`src/bztg_defs.vh`:
```
`ifndef BZTG_DEFS_VH
`define BZTG_DEFS_VH

// Clock and timebase rates in hertz.
`define BZTG_CLK_HZ 40000000
`define BZTG_BASE_HZ 65536
`define BZTG_SYNC_HZ 256
`define BZTG_US_PER_S 1000000

// Times in microseconds and their counts of 256 Hz sync ticks.
`define BZTG_ENV_FAST_US 62500
`define BZTG_ENV_SLOW_US 125000
`define BZTG_SHOT_SHORT_US 31250
`define BZTG_SHOT_LONG_US 62500
`define BZTG_ENV_FAST_TICKS ((`BZTG_ENV_FAST_US * `BZTG_SYNC_HZ) / `BZTG_US_PER_S)
`define BZTG_ENV_SLOW_TICKS ((`BZTG_ENV_SLOW_US * `BZTG_SYNC_HZ) / `BZTG_US_PER_S)
`define BZTG_SHOT_SHORT_TICKS ((`BZTG_SHOT_SHORT_US * `BZTG_SYNC_HZ) / `BZTG_US_PER_S)
`define BZTG_SHOT_LONG_TICKS ((`BZTG_SHOT_LONG_US * `BZTG_SYNC_HZ) / `BZTG_US_PER_S)

// Register indices; the byte address is four times the index.
`define BZTG_IDX_PIN_PORT 12'hF54
`define BZTG_IDX_TONE_SETUP 12'hF74
`define BZTG_IDX_ENV_CTRL 12'hF75
`define BZTG_ADDR_PIN_PORT {2'b00, `BZTG_IDX_PIN_PORT, 2'b00}
`define BZTG_ADDR_TONE_SETUP {2'b00, `BZTG_IDX_TONE_SETUP, 2'b00}
`define BZTG_ADDR_ENV_CTRL {2'b00, `BZTG_IDX_ENV_CTRL, 2'b00}

// Field positions.
`define BZTG_BIT_PIN_CTRL 3
`define BZTG_BIT_SECOND_PORT 2
`define BZTG_BIT_SHOT_LEN 3
`define BZTG_BIT_TRIGGER 3
`define BZTG_BIT_ENV_RESTART 2
`define BZTG_BIT_ENV_RATE 1
`define BZTG_BIT_ENV_ENABLE 0

// Reset values.
`define BZTG_PORT_RST 4'hF
`define BZTG_SETUP_RST 4'h0
`define BZTG_ENV_RST 1'b0

// Tone period and duty figures in tone unit ticks.
`define BZTG_PERIOD_BASE 5'h10
`define BZTG_HIGH_SHORT 4'h8
`define BZTG_HIGH_LONG 4'hC
`define BZTG_LEVEL_MIN 3'h7

`endif

```
`src/bztg_rate_div.v`:
```
`timescale 1ns/1ps
`default_nettype none

module bztg_rate_div #(
    parameter CLK_HZ = 40000000,
    parameter OUT_HZ = 65536
) (
    input wire ref_clk,
    input wire nrst,
    output wire tick
);

    // A phase accumulator keeps the average rate exact even though the
    // ratio of the two rates is not an integer; the cost is jitter of one
    // clock period on single ticks.
    reg [26:0] acc_ff;
    reg tick_ff;
    wire [27:0] sum = {1'b0, acc_ff} + OUT_HZ[27:0];
    wire [27:0] diff = sum - CLK_HZ[27:0];
    wire wrap = (sum >= CLK_HZ[27:0]);

    always @(posedge ref_clk)
    begin
        if (!nrst)
        begin
            acc_ff <= 27'h0000000;
            tick_ff <= 1'b0;
        end
        else
        begin
            acc_ff <= wrap ? diff[26:0] : sum[26:0];
            tick_ff <= wrap;
        end
    end

    assign tick = tick_ff;

endmodule // bztg_rate_div

`default_nettype wire

```
`src/bztg_top.v`:
```
// Notes on behaviour
// Tone select picks one of eight frequencies.
// Tone select resets to zero, 4096 Hz.
// Restart write one returns duty to maximum.
// Restart ignored when envelope off or silent.
// Envelope enable applies decay, reset clear.
// Rate bit picks 125 ms or 62.5 ms.
// First step within 4 ms of nominal.
// Pin control zero outputs tone, one low.
// Second pin carries inverted tone, low off.
// Second port bit is plain storage then.
// Reset sets pin control and port bit.
// Shot length picks 62.5 or 31.25 ms.
// Trigger write one starts one-shot tone.
// Trigger ignored while regular tone is on.
// Trigger bit reads busy until shot ends.
// Shot starts and stops on 256 Hz tick.
// Envelope walks eight duty levels downward.
// Envelope off keeps duty at one half; code gives 8 of 20 and 12 of 28 units for select 1 and 3.
// Timing from integer division, duty by count.
//
// Local design decision: register access over APB.
`timescale 1ns/1ps
`default_nettype none
`include "bztg_defs.vh"

module bztg_top (
    input wire ref_clk,
    input wire nrst,
    input wire psel,
    input wire penable,
    input wire pwrite,
    input wire [15:0] paddr,
    input wire [31:0] pwdata,
    output wire [31:0] prdata,
    output wire pready,
    output wire pslverr,
    input wire secondPinInverted,
    output wire toneOut,
    output wire secondPinOut,
    output wire [1:0] portOut
);

    localparam ENV_FAST = `BZTG_ENV_FAST_TICKS;
    localparam ENV_SLOW = `BZTG_ENV_SLOW_TICKS;
    localparam SHOT_SHORT = `BZTG_SHOT_SHORT_TICKS;
    localparam SHOT_LONG = `BZTG_SHOT_LONG_TICKS;

    reg [31:0] prdata_ff;
    reg pready_ff;
    reg pslverr_ff;
    reg [3:0] port_ff;
    reg [3:0] setup_ff;
    reg envEnable_ff;
    reg envRate_ff;
    reg [2:0] envLevel_ff;
    reg [5:0] envCnt_ff;
    reg shotPending_ff;
    reg shotActive_ff;
    reg [4:0] shotCnt_ff;
    reg [7:0] pre_ff;
    reg [4:0] phase_ff;
    reg toneOut_ff;
    reg secondPinOut_ff;
    reg [31:0] nxt_prdata;
    reg nxt_pslverr;
    reg [2:0] nxt_envLevel;
    reg [5:0] nxt_envCnt;
    reg nxt_shotPending;
    reg nxt_shotActive;
    reg [4:0] nxt_shotCnt;
    reg [4:0] nxt_phase;

    wire baseTick;
    wire [2:0] toneSelect = setup_ff[2:0];
    wire oneshotLength = setup_ff[`BZTG_BIT_SHOT_LEN];
    wire pinControl = port_ff[`BZTG_BIT_PIN_CTRL];
    wire regularOn = ~pinControl;
    wire toneActive = regularOn | shotActive_ff;
    wire oneshotBusy = shotPending_ff | shotActive_ff;

    // Bus decode: a transfer completes at the edge where the registered
    // ready is seen together with select and enable.
    wire accessPhase = psel & penable;
    wire xferDone = accessPhase & pready_ff;
    wire wrDone = xferDone & pwrite;
    wire hitPort = (paddr == `BZTG_ADDR_PIN_PORT);
    wire hitSetup = (paddr == `BZTG_ADDR_TONE_SETUP);
    wire hitCtrl = (paddr == `BZTG_ADDR_ENV_CTRL);
    wire hitAny = hitPort | hitSetup | hitCtrl;

    // An unmapped word answers with an error and leaves all state alone.
    wire badAddr = ~hitAny;
    wire wrPort = wrDone & hitPort;
    wire wrSetup = wrDone & hitSetup;
    wire wrCtrl = wrDone & hitCtrl;

    // Write strobes for the self-clearing and trigger bits.
    wire restartReq = wrCtrl & pwdata[`BZTG_BIT_ENV_RESTART];
    wire restartOk = restartReq & envEnable_ff & toneActive;
    wire triggerReq = wrCtrl & pwdata[`BZTG_BIT_TRIGGER];
    // The trigger is taken only while pin control reads one, the state in
    // which the regular tone is silent; busy triggers are dropped as well.
    wire triggerOk = triggerReq & pinControl & ~oneshotBusy;
    wire envEnableNext = wrCtrl ? pwdata[`BZTG_BIT_ENV_ENABLE] : envEnable_ff;
    wire envStart = envEnableNext & ~envEnable_ff;

    // Timebase: the 65536 Hz base tick comes from an accumulator divider.
    bztg_rate_div #(
        .CLK_HZ(`BZTG_CLK_HZ),
        .OUT_HZ(`BZTG_BASE_HZ)
    ) u_base_div (
        .ref_clk(ref_clk),
        .nrst(nrst),
        .tick(baseTick)
    );

    // Sync tick at 256 Hz and the tone unit tick, which halves for the
    // four lower frequencies.
    wire syncTick = baseTick & (pre_ff == 8'hFF);
    wire unitTick = baseTick & (~toneSelect[2] | pre_ff[0]);

    // Tone period 16, 20, 24 or 28 units; duty high time from the level.
    wire [4:0] period = `BZTG_PERIOD_BASE + {1'b0, toneSelect[1:0], 2'b00};
    wire [3:0] highMax = toneSelect[1] ? `BZTG_HIGH_LONG : `BZTG_HIGH_SHORT;
    wire [3:0] highTime = highMax - {1'b0, envLevel_ff};
    wire toneHigh = (phase_ff < {1'b0, highTime});

    // Envelope step length in sync ticks and one-shot length in sync ticks.
    wire [5:0] envTarget = envRate_ff ? ENV_SLOW[5:0] : ENV_FAST[5:0];
    wire [4:0] shotTarget = oneshotLength ? SHOT_LONG[4:0] : SHOT_SHORT[4:0];

    // Prescaler of base ticks; shared by the sync tick and the tone unit.
    always @(posedge ref_clk)
    begin
        if (!nrst)
        begin
            pre_ff <= 8'h00;
        end
        else if (baseTick)
        begin
            pre_ff <= pre_ff + 8'h01;
        end
    end

    // Software-written control fields.
    always @(posedge ref_clk)
    begin
        if (!nrst)
        begin
            port_ff <= `BZTG_PORT_RST;
            setup_ff <= `BZTG_SETUP_RST;
            envEnable_ff <= `BZTG_ENV_RST;
            envRate_ff <= `BZTG_ENV_RST;
        end
        else
        begin
            if (wrPort)
            begin
                port_ff <= pwdata[3:0];
            end
            if (wrSetup)
            begin
                setup_ff <= pwdata[3:0];
            end
            if (wrCtrl)
            begin
                envEnable_ff <= pwdata[`BZTG_BIT_ENV_ENABLE];
                envRate_ff <= pwdata[`BZTG_BIT_ENV_RATE];
            end
        end
    end

    // Envelope: the step counter restarts when the envelope is switched on,
    // so the first step lands one sync tick early at most, under 4 ms.
    always @*
    begin
        nxt_envLevel = envLevel_ff;
        nxt_envCnt = envCnt_ff;
        if (!envEnableNext)
        begin
            nxt_envLevel = 3'h0;
            nxt_envCnt = 6'h00;
        end
        else if (envStart || restartOk)
        begin
            nxt_envLevel = 3'h0;
            nxt_envCnt = 6'h00;
        end
        else if (syncTick)
        begin
            if (envCnt_ff + 6'h01 >= envTarget)
            begin
                nxt_envCnt = 6'h00;
                if (envLevel_ff != `BZTG_LEVEL_MIN)
                begin
                    nxt_envLevel = envLevel_ff + 3'h1;
                end
            end
            else
            begin
                nxt_envCnt = envCnt_ff + 6'h01;
            end
        end
    end

    always @(posedge ref_clk)
    begin
        if (!nrst)
        begin
            envLevel_ff <= 3'h0;
            envCnt_ff <= 6'h00;
        end
        else
        begin
            envLevel_ff <= nxt_envLevel;
            envCnt_ff <= nxt_envCnt;
        end
    end

    // One-shot: a taken trigger waits for the next sync tick, then the
    // tone runs for a whole number of sync ticks and stops on one.
    always @*
    begin
        nxt_shotPending = shotPending_ff;
        nxt_shotActive = shotActive_ff;
        nxt_shotCnt = shotCnt_ff;
        if (triggerOk)
        begin
            nxt_shotPending = 1'b1;
        end
        else if (syncTick && shotPending_ff)
        begin
            nxt_shotPending = 1'b0;
            nxt_shotActive = 1'b1;
            nxt_shotCnt = 5'h00;
        end
        else if (syncTick && shotActive_ff)
        begin
            if (shotCnt_ff + 5'h01 >= shotTarget)
            begin
                nxt_shotActive = 1'b0;
                nxt_shotCnt = 5'h00;
            end
            else
            begin
                nxt_shotCnt = shotCnt_ff + 5'h01;
            end
        end
    end

    always @(posedge ref_clk)
    begin
        if (!nrst)
        begin
            shotPending_ff <= 1'b0;
            shotActive_ff <= 1'b0;
            shotCnt_ff <= 5'h00;
        end
        else
        begin
            shotPending_ff <= nxt_shotPending;
            shotActive_ff <= nxt_shotActive;
            shotCnt_ff <= nxt_shotCnt;
        end
    end

    // Tone phase counter; held at zero while silent so every burst starts
    // with a full high time. Frequency changes mid-tone may glitch one cycle.
    always @*
    begin
        nxt_phase = phase_ff;
        if (!toneActive)
        begin
            nxt_phase = 5'h00;
        end
        else if (unitTick)
        begin
            if (phase_ff + 5'h01 >= period)
            begin
                nxt_phase = 5'h00;
            end
            else
            begin
                nxt_phase = phase_ff + 5'h01;
            end
        end
    end

    // Pin drivers: with the second pin inverted, both follow the same phase so they switch together.
    always @(posedge ref_clk)
    begin
        if (!nrst)
        begin
            phase_ff <= 5'h00;
            toneOut_ff <= 1'b0;
            secondPinOut_ff <= 1'b0;
        end
        else
        begin
            phase_ff <= nxt_phase;
            toneOut_ff <= toneActive & toneHigh;
            if (secondPinInverted)
            begin
                secondPinOut_ff <= toneActive & ~toneHigh;
            end
            else
            begin
                secondPinOut_ff <= port_ff[`BZTG_BIT_SECOND_PORT];
            end
        end
    end

    // Read mux; the restart bit always reads zero and the trigger bit
    // reads the busy state.
    always @*
    begin
        nxt_prdata = 32'h00000000;
        nxt_pslverr = badAddr;
        if (hitPort)
        begin
            nxt_prdata = {28'h0000000, port_ff};
        end
        else if (hitSetup)
        begin
            nxt_prdata = {28'h0000000, setup_ff};
        end
        else if (hitCtrl)
        begin
            nxt_prdata = {28'h0000000, oneshotBusy, 1'b0, envRate_ff, envEnable_ff};
        end
        else
        begin
            nxt_pslverr = 1'b1;
        end
    end

    // One wait state: ready rises in the first access cycle and the
    // transfer completes on the second, which keeps every bus output
    // registered at the cost of one cycle per access.
    always @(posedge ref_clk)
    begin
        if (!nrst)
        begin
            pready_ff <= 1'b0;
            pslverr_ff <= 1'b0;
            prdata_ff <= 32'h00000000;
        end
        else
        begin
            pready_ff <= accessPhase & ~pready_ff;
            if (accessPhase && !pready_ff)
            begin
                pslverr_ff <= nxt_pslverr;
                prdata_ff <= pwrite ? 32'h00000000 : nxt_prdata;
            end
            else
            begin
                pslverr_ff <= 1'b0;
                prdata_ff <= 32'h00000000;
            end
        end
    end

    // Outputs come straight from flip-flops.
    assign prdata = prdata_ff;
    assign pready = pready_ff;
    assign pslverr = pslverr_ff;
    assign toneOut = toneOut_ff;
    assign secondPinOut = secondPinOut_ff;
    assign portOut = port_ff[1:0];

endmodule // bztg_top

`default_nettype wire

```
`config.mk`:
```
export PLATFORM = sky130hd
export DESIGN_NAME = bztg_top
export DESIGN_NICKNAME = d
export VERILOG_FILES = /design/src/bztg_rate_div.v /design/src/bztg_top.v
export VERILOG_INCLUDE_DIRS = /design/src
export SDC_FILE = /design/constraint.sdc
export NUM_CORES = 1
export LEC_CHECK = 0
export BUFFER_PORTS_ARGS = -buffer_cell sky130_fd_sc_hd__buf_2
export CAP_MARGIN = 10
export CORE_MARGIN = 2
export CORE_UTILIZATION = 59
export CTS_BUF_LIST = sky130_fd_sc_hd__clkbuf_16
export CTS_CLUSTER_DIAMETER = 60
export DETAILED_ROUTE_END_ITERATION = 7
export GPL_ROUTABILITY_DRIVEN = 1
export PLACE_DENSITY = 0.9
export RECOVER_POWER = 100
export SLEW_MARGIN = 20
export SYNTH_ARGS = -nofsm -noshare
export SYNTH_HDL_FRONTEND = slang
export SYNTH_SLANG_ARGS = --single-unit
```
`constraint.sdc`:
```
create_clock -name ref_clk -period 5.6 [get_ports ref_clk]
set_clock_uncertainty 0.1 [all_clocks]
set_input_delay 0.56 -clock ref_clk [delete_from_list [all_inputs] [get_ports ref_clk]]
set_output_delay 0.56 -clock ref_clk [all_outputs]
set_load 0.005 [all_outputs]
```
* After elaboration in Yosys (flattened, before gate mapping) *
Cells that the tools add are included.

word-level totals
  word-level logic and storage cells = 110
  input port bits = 54
  register bits = 103
  output and inout bits = 38

cells by class
  equality and inequality tests = 5
  bitwise gates (word level) = 34
  reduce and logical (&&, ||, !) cells = 16
  add/subtract/negate cells = 9
  muxes and demuxes = 22
  order comparisons = 5

operators with widths
  operator                                                                                number
  16-bit by 14-bit equality test with 1-bit output (second input constant)                3
  27-bit by 17-bit adder with 28-bit output (second input constant)                       1
  28-bit by 26-bit greater-or-equal comparator with 1-bit output (second input constant)  1
  27-bit 2-to-1 mux                                                                       1
  27-bit by 26-bit subtractor with 27-bit output (second input constant)                  1
  5-bit 2-to-1 mux                                                                        5
  1-bit AND                                                                               18
  4-bit 2-to-1 mux                                                                        3
  6-bit 2-to-1 mux                                                                        2
  1-bit NOT                                                                               11
  5-bit by 1-bit adder with 5-bit output (second input constant)                          2
  5-bit greater-or-equal comparator                                                       2
  1-bit 2-to-1 mux                                                                        10
  8-bit by 1-bit adder with 8-bit output (second input constant)                          1
  8-bit equality test (second input constant)                                             1
  6-bit by 1-bit adder with 6-bit output (second input constant)                          1
  6-bit greater-or-equal comparator                                                       1
  2-bit AND reduction                                                                     3
  3-bit AND reduction                                                                     2
  2-bit nonzero test                                                                      3
  3-bit OR reduction                                                                      2
  5-bit by 4-bit adder with 5-bit output (first input constant)                           1
  5-bit by 4-bit < comparator with 1-bit output                                           1
  1-bit bitwise OR                                                                        5
  8 further kinds                                                                         10

* Logic depth before layout (Yosys ltp) *
  word-level depth = 9
  gate-level depth with buffers = 12
  gate-level depth less buffers = 11

* Hierarchy *
From an unflattened synthesis, not the netlist that was laid out.

unflattened totals
  cell total of the unflattened synthesis = 507
  area, all modules = 4415.5 um^2

by module, submodules not included
  module         cells each  area an instance (um^2)  instances  seq. area each (um^2)
  bztg_top       312         2723.9                   1          940.9
  bztg_rate_div  195         1691.6                   1          380.4

* Worst setup path after synthesis *
Ideal clock, no wire load.

  path type = input -> register
  from = input port paddr[0]
  to = register port_ff[0]
  required time = 5.369 ns
  setup slack = 3.004 ns
  setup time = 0.131 ns
  arrival = 2.365 ns
  path buffers = 1
  stages on the path = 8
  path through = or4b_2 > nor4_2 > nor2b_1 > and2b_2 > and2_1 > buf_2 > mux2i_1 > nand2_1

between the ends
  word-level cells in the longest chain between the ends = 2

ends and longest elaborated chain
  item                                                        RTL line        source
  start, declared                                             bztg_top.v:33   input wire [15:0] paddr,
  16-bit by 14-bit equality test with 1-bit output (no line)  n/a
  1-bit AND                                                   bztg_top.v:94   wire wrPort = wrDone & hitPort;
  end signal, assigned                                        bztg_top.v:151  port_ff <= `BZTG_PORT_RST;
  end signal, assigned                                        bztg_top.v:160  port_ff <= pwdata[3:0];
  end, declared                                               bztg_top.v:52   reg [3:0] port_ff;

Every way passes these cells.
A chain may end at the register's enable or synchronous reset.

* Final worst setup path *
  from = register u_base_div.acc_ff[16]
  to = register u_base_div.acc_ff[21]

between the ends
  word-level cells in the longest chain between the ends = 3
  elaborated cells between the ends (all ways) = 4
  classes of those cells = 2 x add/sub; 1 x order compare; 1 x mux

ends and longest elaborated chain
  item                                                                                                                                     RTL line                                source
  start, declared                                                                                                                          bztg_rate_div.v:16                      reg [26:0] acc_ff;
  start signal, assigned                                                                                                                   bztg_rate_div.v:31                      acc_ff <= wrap ? diff[26:0] : sum[26:0];
  27-bit by 17-bit adder with 28-bit output (*)                                                                                            bztg_rate_div.v:18                      wire [27:0] sum = {1'b0, acc_ff} + OUT_HZ[27:0];
  27-bit by 26-bit subtractor with 27-bit output / 28-bit by 26-bit greater-or-equal comparator with 1-bit output (equally long branches)  bztg_rate_div.v:19, bztg_rate_div.v:20
  27-bit 2-to-1 mux (*)                                                                                                                    bztg_rate_div.v:31

Mark *: on every way between the ends. The rest lies on a longest branch, timed or not.

==> impl_metrics.env <==
export IMPL_syn_to_final_growth_pct=8.07
export IMPL_dieArea_mm2=0.00773
export IMPL_avgViaCountPerCell=5.61
export IMPL_dr_pass1_iters=5
export IMPL_avgSynthCellArea_um2=8.66
export IMPL_hpwl_um=6170
export IMPL_ys_types=71
export IMPL_hold_viol=0
export IMPL_synth_area_mm2=0.00416
export IMPL_wl_per_cell_um=14.2
export IMPL_ioPinCount=92
export IMPL_via_count=3407
export IMPL_critPathRequiredTime_ns=5.65
export IMPL_postCtsSetupRepairBufs=0
export IMPL_grt_max_degree=40
export IMPL_maxCapViolCount=1
export IMPL_antenna_found_initial=0
export IMPL_drc=0
export IMPL_yosysWarningCount=0
export IMPL_grt_use_total_pct=23.7
export IMPL_wl_um=8600
export IMPL_overflow=0
export IMPL_initial_core_util_pct=61.2
export IMPL_setup_violations=0
export IMPL_fin_nets=585
export IMPL_leakagePower_nw=1.78
export IMPL_clkTransAtPathRegs_ns=0.05
export IMPL_cts_root_buf="clkbuf_16"
export IMPL_period_share_pct=66.6
export IMPL_yosysTopAreaCellShare_pct=31.8
export IMPL_fin_cells=607
export IMPL_ys_flop_type="dfxtp_1"
export IMPL_rsz0062_at_grt="no"
export IMPL_n_antenna_cell=0
export IMPL_place_congestion=0.852
export IMPL_synth_enable_flop_cells=0
export IMPL_setup_slack_ns=1.87
export IMPL_cts_sinks=66
export IMPL_crit_type="reg -> reg"
export IMPL_slew_viol_final=40
export IMPL_min_path_type="reg -> reg"
export IMPL_synth_area_leaders="dfxtp_1 32%, ha_1 7.5%, buf_4 5.8%, nor2_1 5.0%, mux2i_1 4.3%"
export IMPL_num_rows=30
export IMPL_core_area_mm2=0.00679
export IMPL_ys_ff_latch=66
export IMPL_crit_family="simple AND/OR/NAND/NOR gates"
export IMPL_path_cells="ha_1, nand2_1, nor3_1, and3_2, mux2_1, a211oi_4, o21ai_0, nor3b_1"
export IMPL_crit_fanout=19
export IMPL_syn_inst=480
export IMPL_maxSlewHeadroom_pct=-15.0
export IMPL_async_flop_share_pct=0
export IMPL_cts_hold_buf=0
export IMPL_die_width_um=87.9
export IMPL_max_stage_delay_ns=0.70
export IMPL_ys_seq_area_share_pct=31.8
export IMPL_cts_made_buffers=9
export IMPL_clk_path_buf_depth=2
export IMPL_synth_top_cell_by_area="dfxtp_1"
export IMPL_dp_cells=591
export IMPL_crit_path_end_kind="register"
export IMPL_die_h_um=87.9
export IMPL_outcome="complete, but fails checks"
export IMPL_powerDensity_mw_per_mm2=250
export IMPL_grt_pass1_wl_um=14400
export IMPL_drive_above_1_share_pct=12.7
export IMPL_grt_pass1_vias=3318
export IMPL_dp_slack_ns=2.26
export IMPL_ir_drop_mv=0.216
export IMPL_io_buffers=35
export IMPL_slowest_stage="a211oi_4"
export IMPL_worst_path_buf_inv=0
export IMPL_max_freq_mhz=268
export IMPL_violations="capacitance limit, slew limit"
export IMPL_fin_setup_tns_ns=0
export IMPL_cts_tree="done"
export IMPL_worstMarginPinSlew_ns=1.73
export IMPL_htreeDepth=3
export IMPL_crit_arrival_ns=3.77
export IMPL_cts_resized=0
export IMPL_start_kind="register"
export IMPL_clock_latency_ns=0.33
export IMPL_ant_nets=0
export IMPL_fin_crit_ns=3.73
export IMPL_drtIter0Drc=210
[flip-flops by register name, indices dropped and copies added (netlist names), 3 cells and up]
name               flops
shotCnt_ff             5
u_base_div.acc_ff     18
port_ff                4
prdata                 4
pre_ff                 8
envCnt_ff              6
envLevel_ff            3
phase_ff               5
setup_ff               4
[routing by layer]
layer / up-vias / global-route usage [%] / wire length, um
li1: 1690 / - / -
met4: 0 / 10.9 / 163
met2: 80 / 43.1 / 4530
met3: 16 / 5.94 / 396
met5: - / 0 / 0
met1: 1621 / 25.6 / 3500
[layout by cell type, fill, tap and decap left out, types with 3 or more instances in the layout]
| master | n |
|---|---|
| buf_2 | 29 |
| clkbuf_16 | 9 |
| a211o_1 | 3 |
| conb_1 | 28 |
| inv_1 | 21 |
| a21boi_0 | 3 |
| a21oi_1 | 31 |
| nor4_1 | 4 |
| ha_1 | 25 |
| a22oi_1 | 8 |
| o21ai_1 | 4 |
| nor3b_1 | 7 |
| o31ai_1 | 3 |
| nand4_1 | 7 |
| xor2_1 | 12 |
| nand3b_1 | 4 |
| o211ai_1 | 3 |
| nand2_1 | 23 |
| o21a_1 | 4 |
| clkbuf_1 | 7 |
| o21ai_0 | 18 |
| nand4b_1 | 3 |
| nor3_1 | 7 |
| nand3_1 | 21 |
| dfxtp_1 | 66 |
| nor2b_1 | 6 |
| nor2_1 | 55 |
| a21o_1 | 5 |
| mux2i_1 | 18 |
| xnor2_1 | 19 |
| or3_2 | 3 |
| nand2b_1 | 4 |
| a211oi_1 | 3 |
[area by class of cell]
type / count / area [um^2]
clock buffers: 9 / 225
clock inverters: 7 / 92.6
fillers: 542 / 2300
inverters: 21 / 78.8
multi-input cells: 372 / 2480
flip-flops and latches: 66 / 1320
well taps: 96 / 120
repair buffers: 36 / 171
[synthesized netlist by cell type, types with 7 or more instances]
cell	n
clkbuf_1	8
nand2_1	22
ha_1	25
a22oi_1	8
nand4_1	7
nor2_1	55
o21ai_0	15
buf_4	32
mux2i_1	18
inv_1	21
nand3_1	21
a21oi_1	31
xnor2_1	19
o21ai_1	7
dfxtp_1	66
xor2_1	12
[worst reg2reg max path, stage by stage, from the launching register on]
cell	delay (ns)
dfxtp_1	0.61
ha_1	0.40
nand2_1	0.31
nor3_1	0.41
and3_2	0.26
mux2_1	0.41
a211oi_4	0.70
o21ai_0	0.18
nor3b_1	0.16
[per-stage QoR]
stage               total power [mW]  hold WS [ns]  util, %  cell area (um^2)
floorplan                      0.539         0.344        -              4260
global placement               0.538         0.351     62.1              4220
detailed placement             0.540         0.357     62.1              4220
CTS                             1.13         0.365     66.8              4540
global route                    1.16         0.392     66.1              4490
finish                          1.12         0.362     66.1              4490
[kinds of logic after synthesis]
logic type,Yosys count,synth area share (%)
multiplexers,19,4.60
buffers and inverters,69,10.2
AO/OA/AOI/OAI,99,16.5
XOR/XNOR,32,6.92
adder cells (fa/ha/maj),25,7.52
other,1,0.0902
flip-flops,66,31.8
AND/OR/NAND/NOR,169,22.4
[where the power goes]
part | switching (mW) | internal [mW] | total (mW)
clock network | 0.204 | 0.388 | 0.593
registers | 0.00644 | 0.473 | 0.479
logic | 0.0316 | 0.0191 | 0.0507
total | 0.242 | 0.880 | 1.12
[path summary, 6_finish.rpt]
kind                    startpoint                     to  slack, ns  cells after the start
max          u_base_div.acc_ff[16]  u_base_div.acc_ff[21]       1.87                      8
min reg2reg           envCnt_ff[5]           envCnt_ff[5]       0.36                      2
max reg2reg  u_base_div.acc_ff[16]  u_base_div.acc_ff[21]       1.87                      8
min                   envCnt_ff[5]           envCnt_ff[5]       0.36                      2
(Power assumes the default switching activity.)
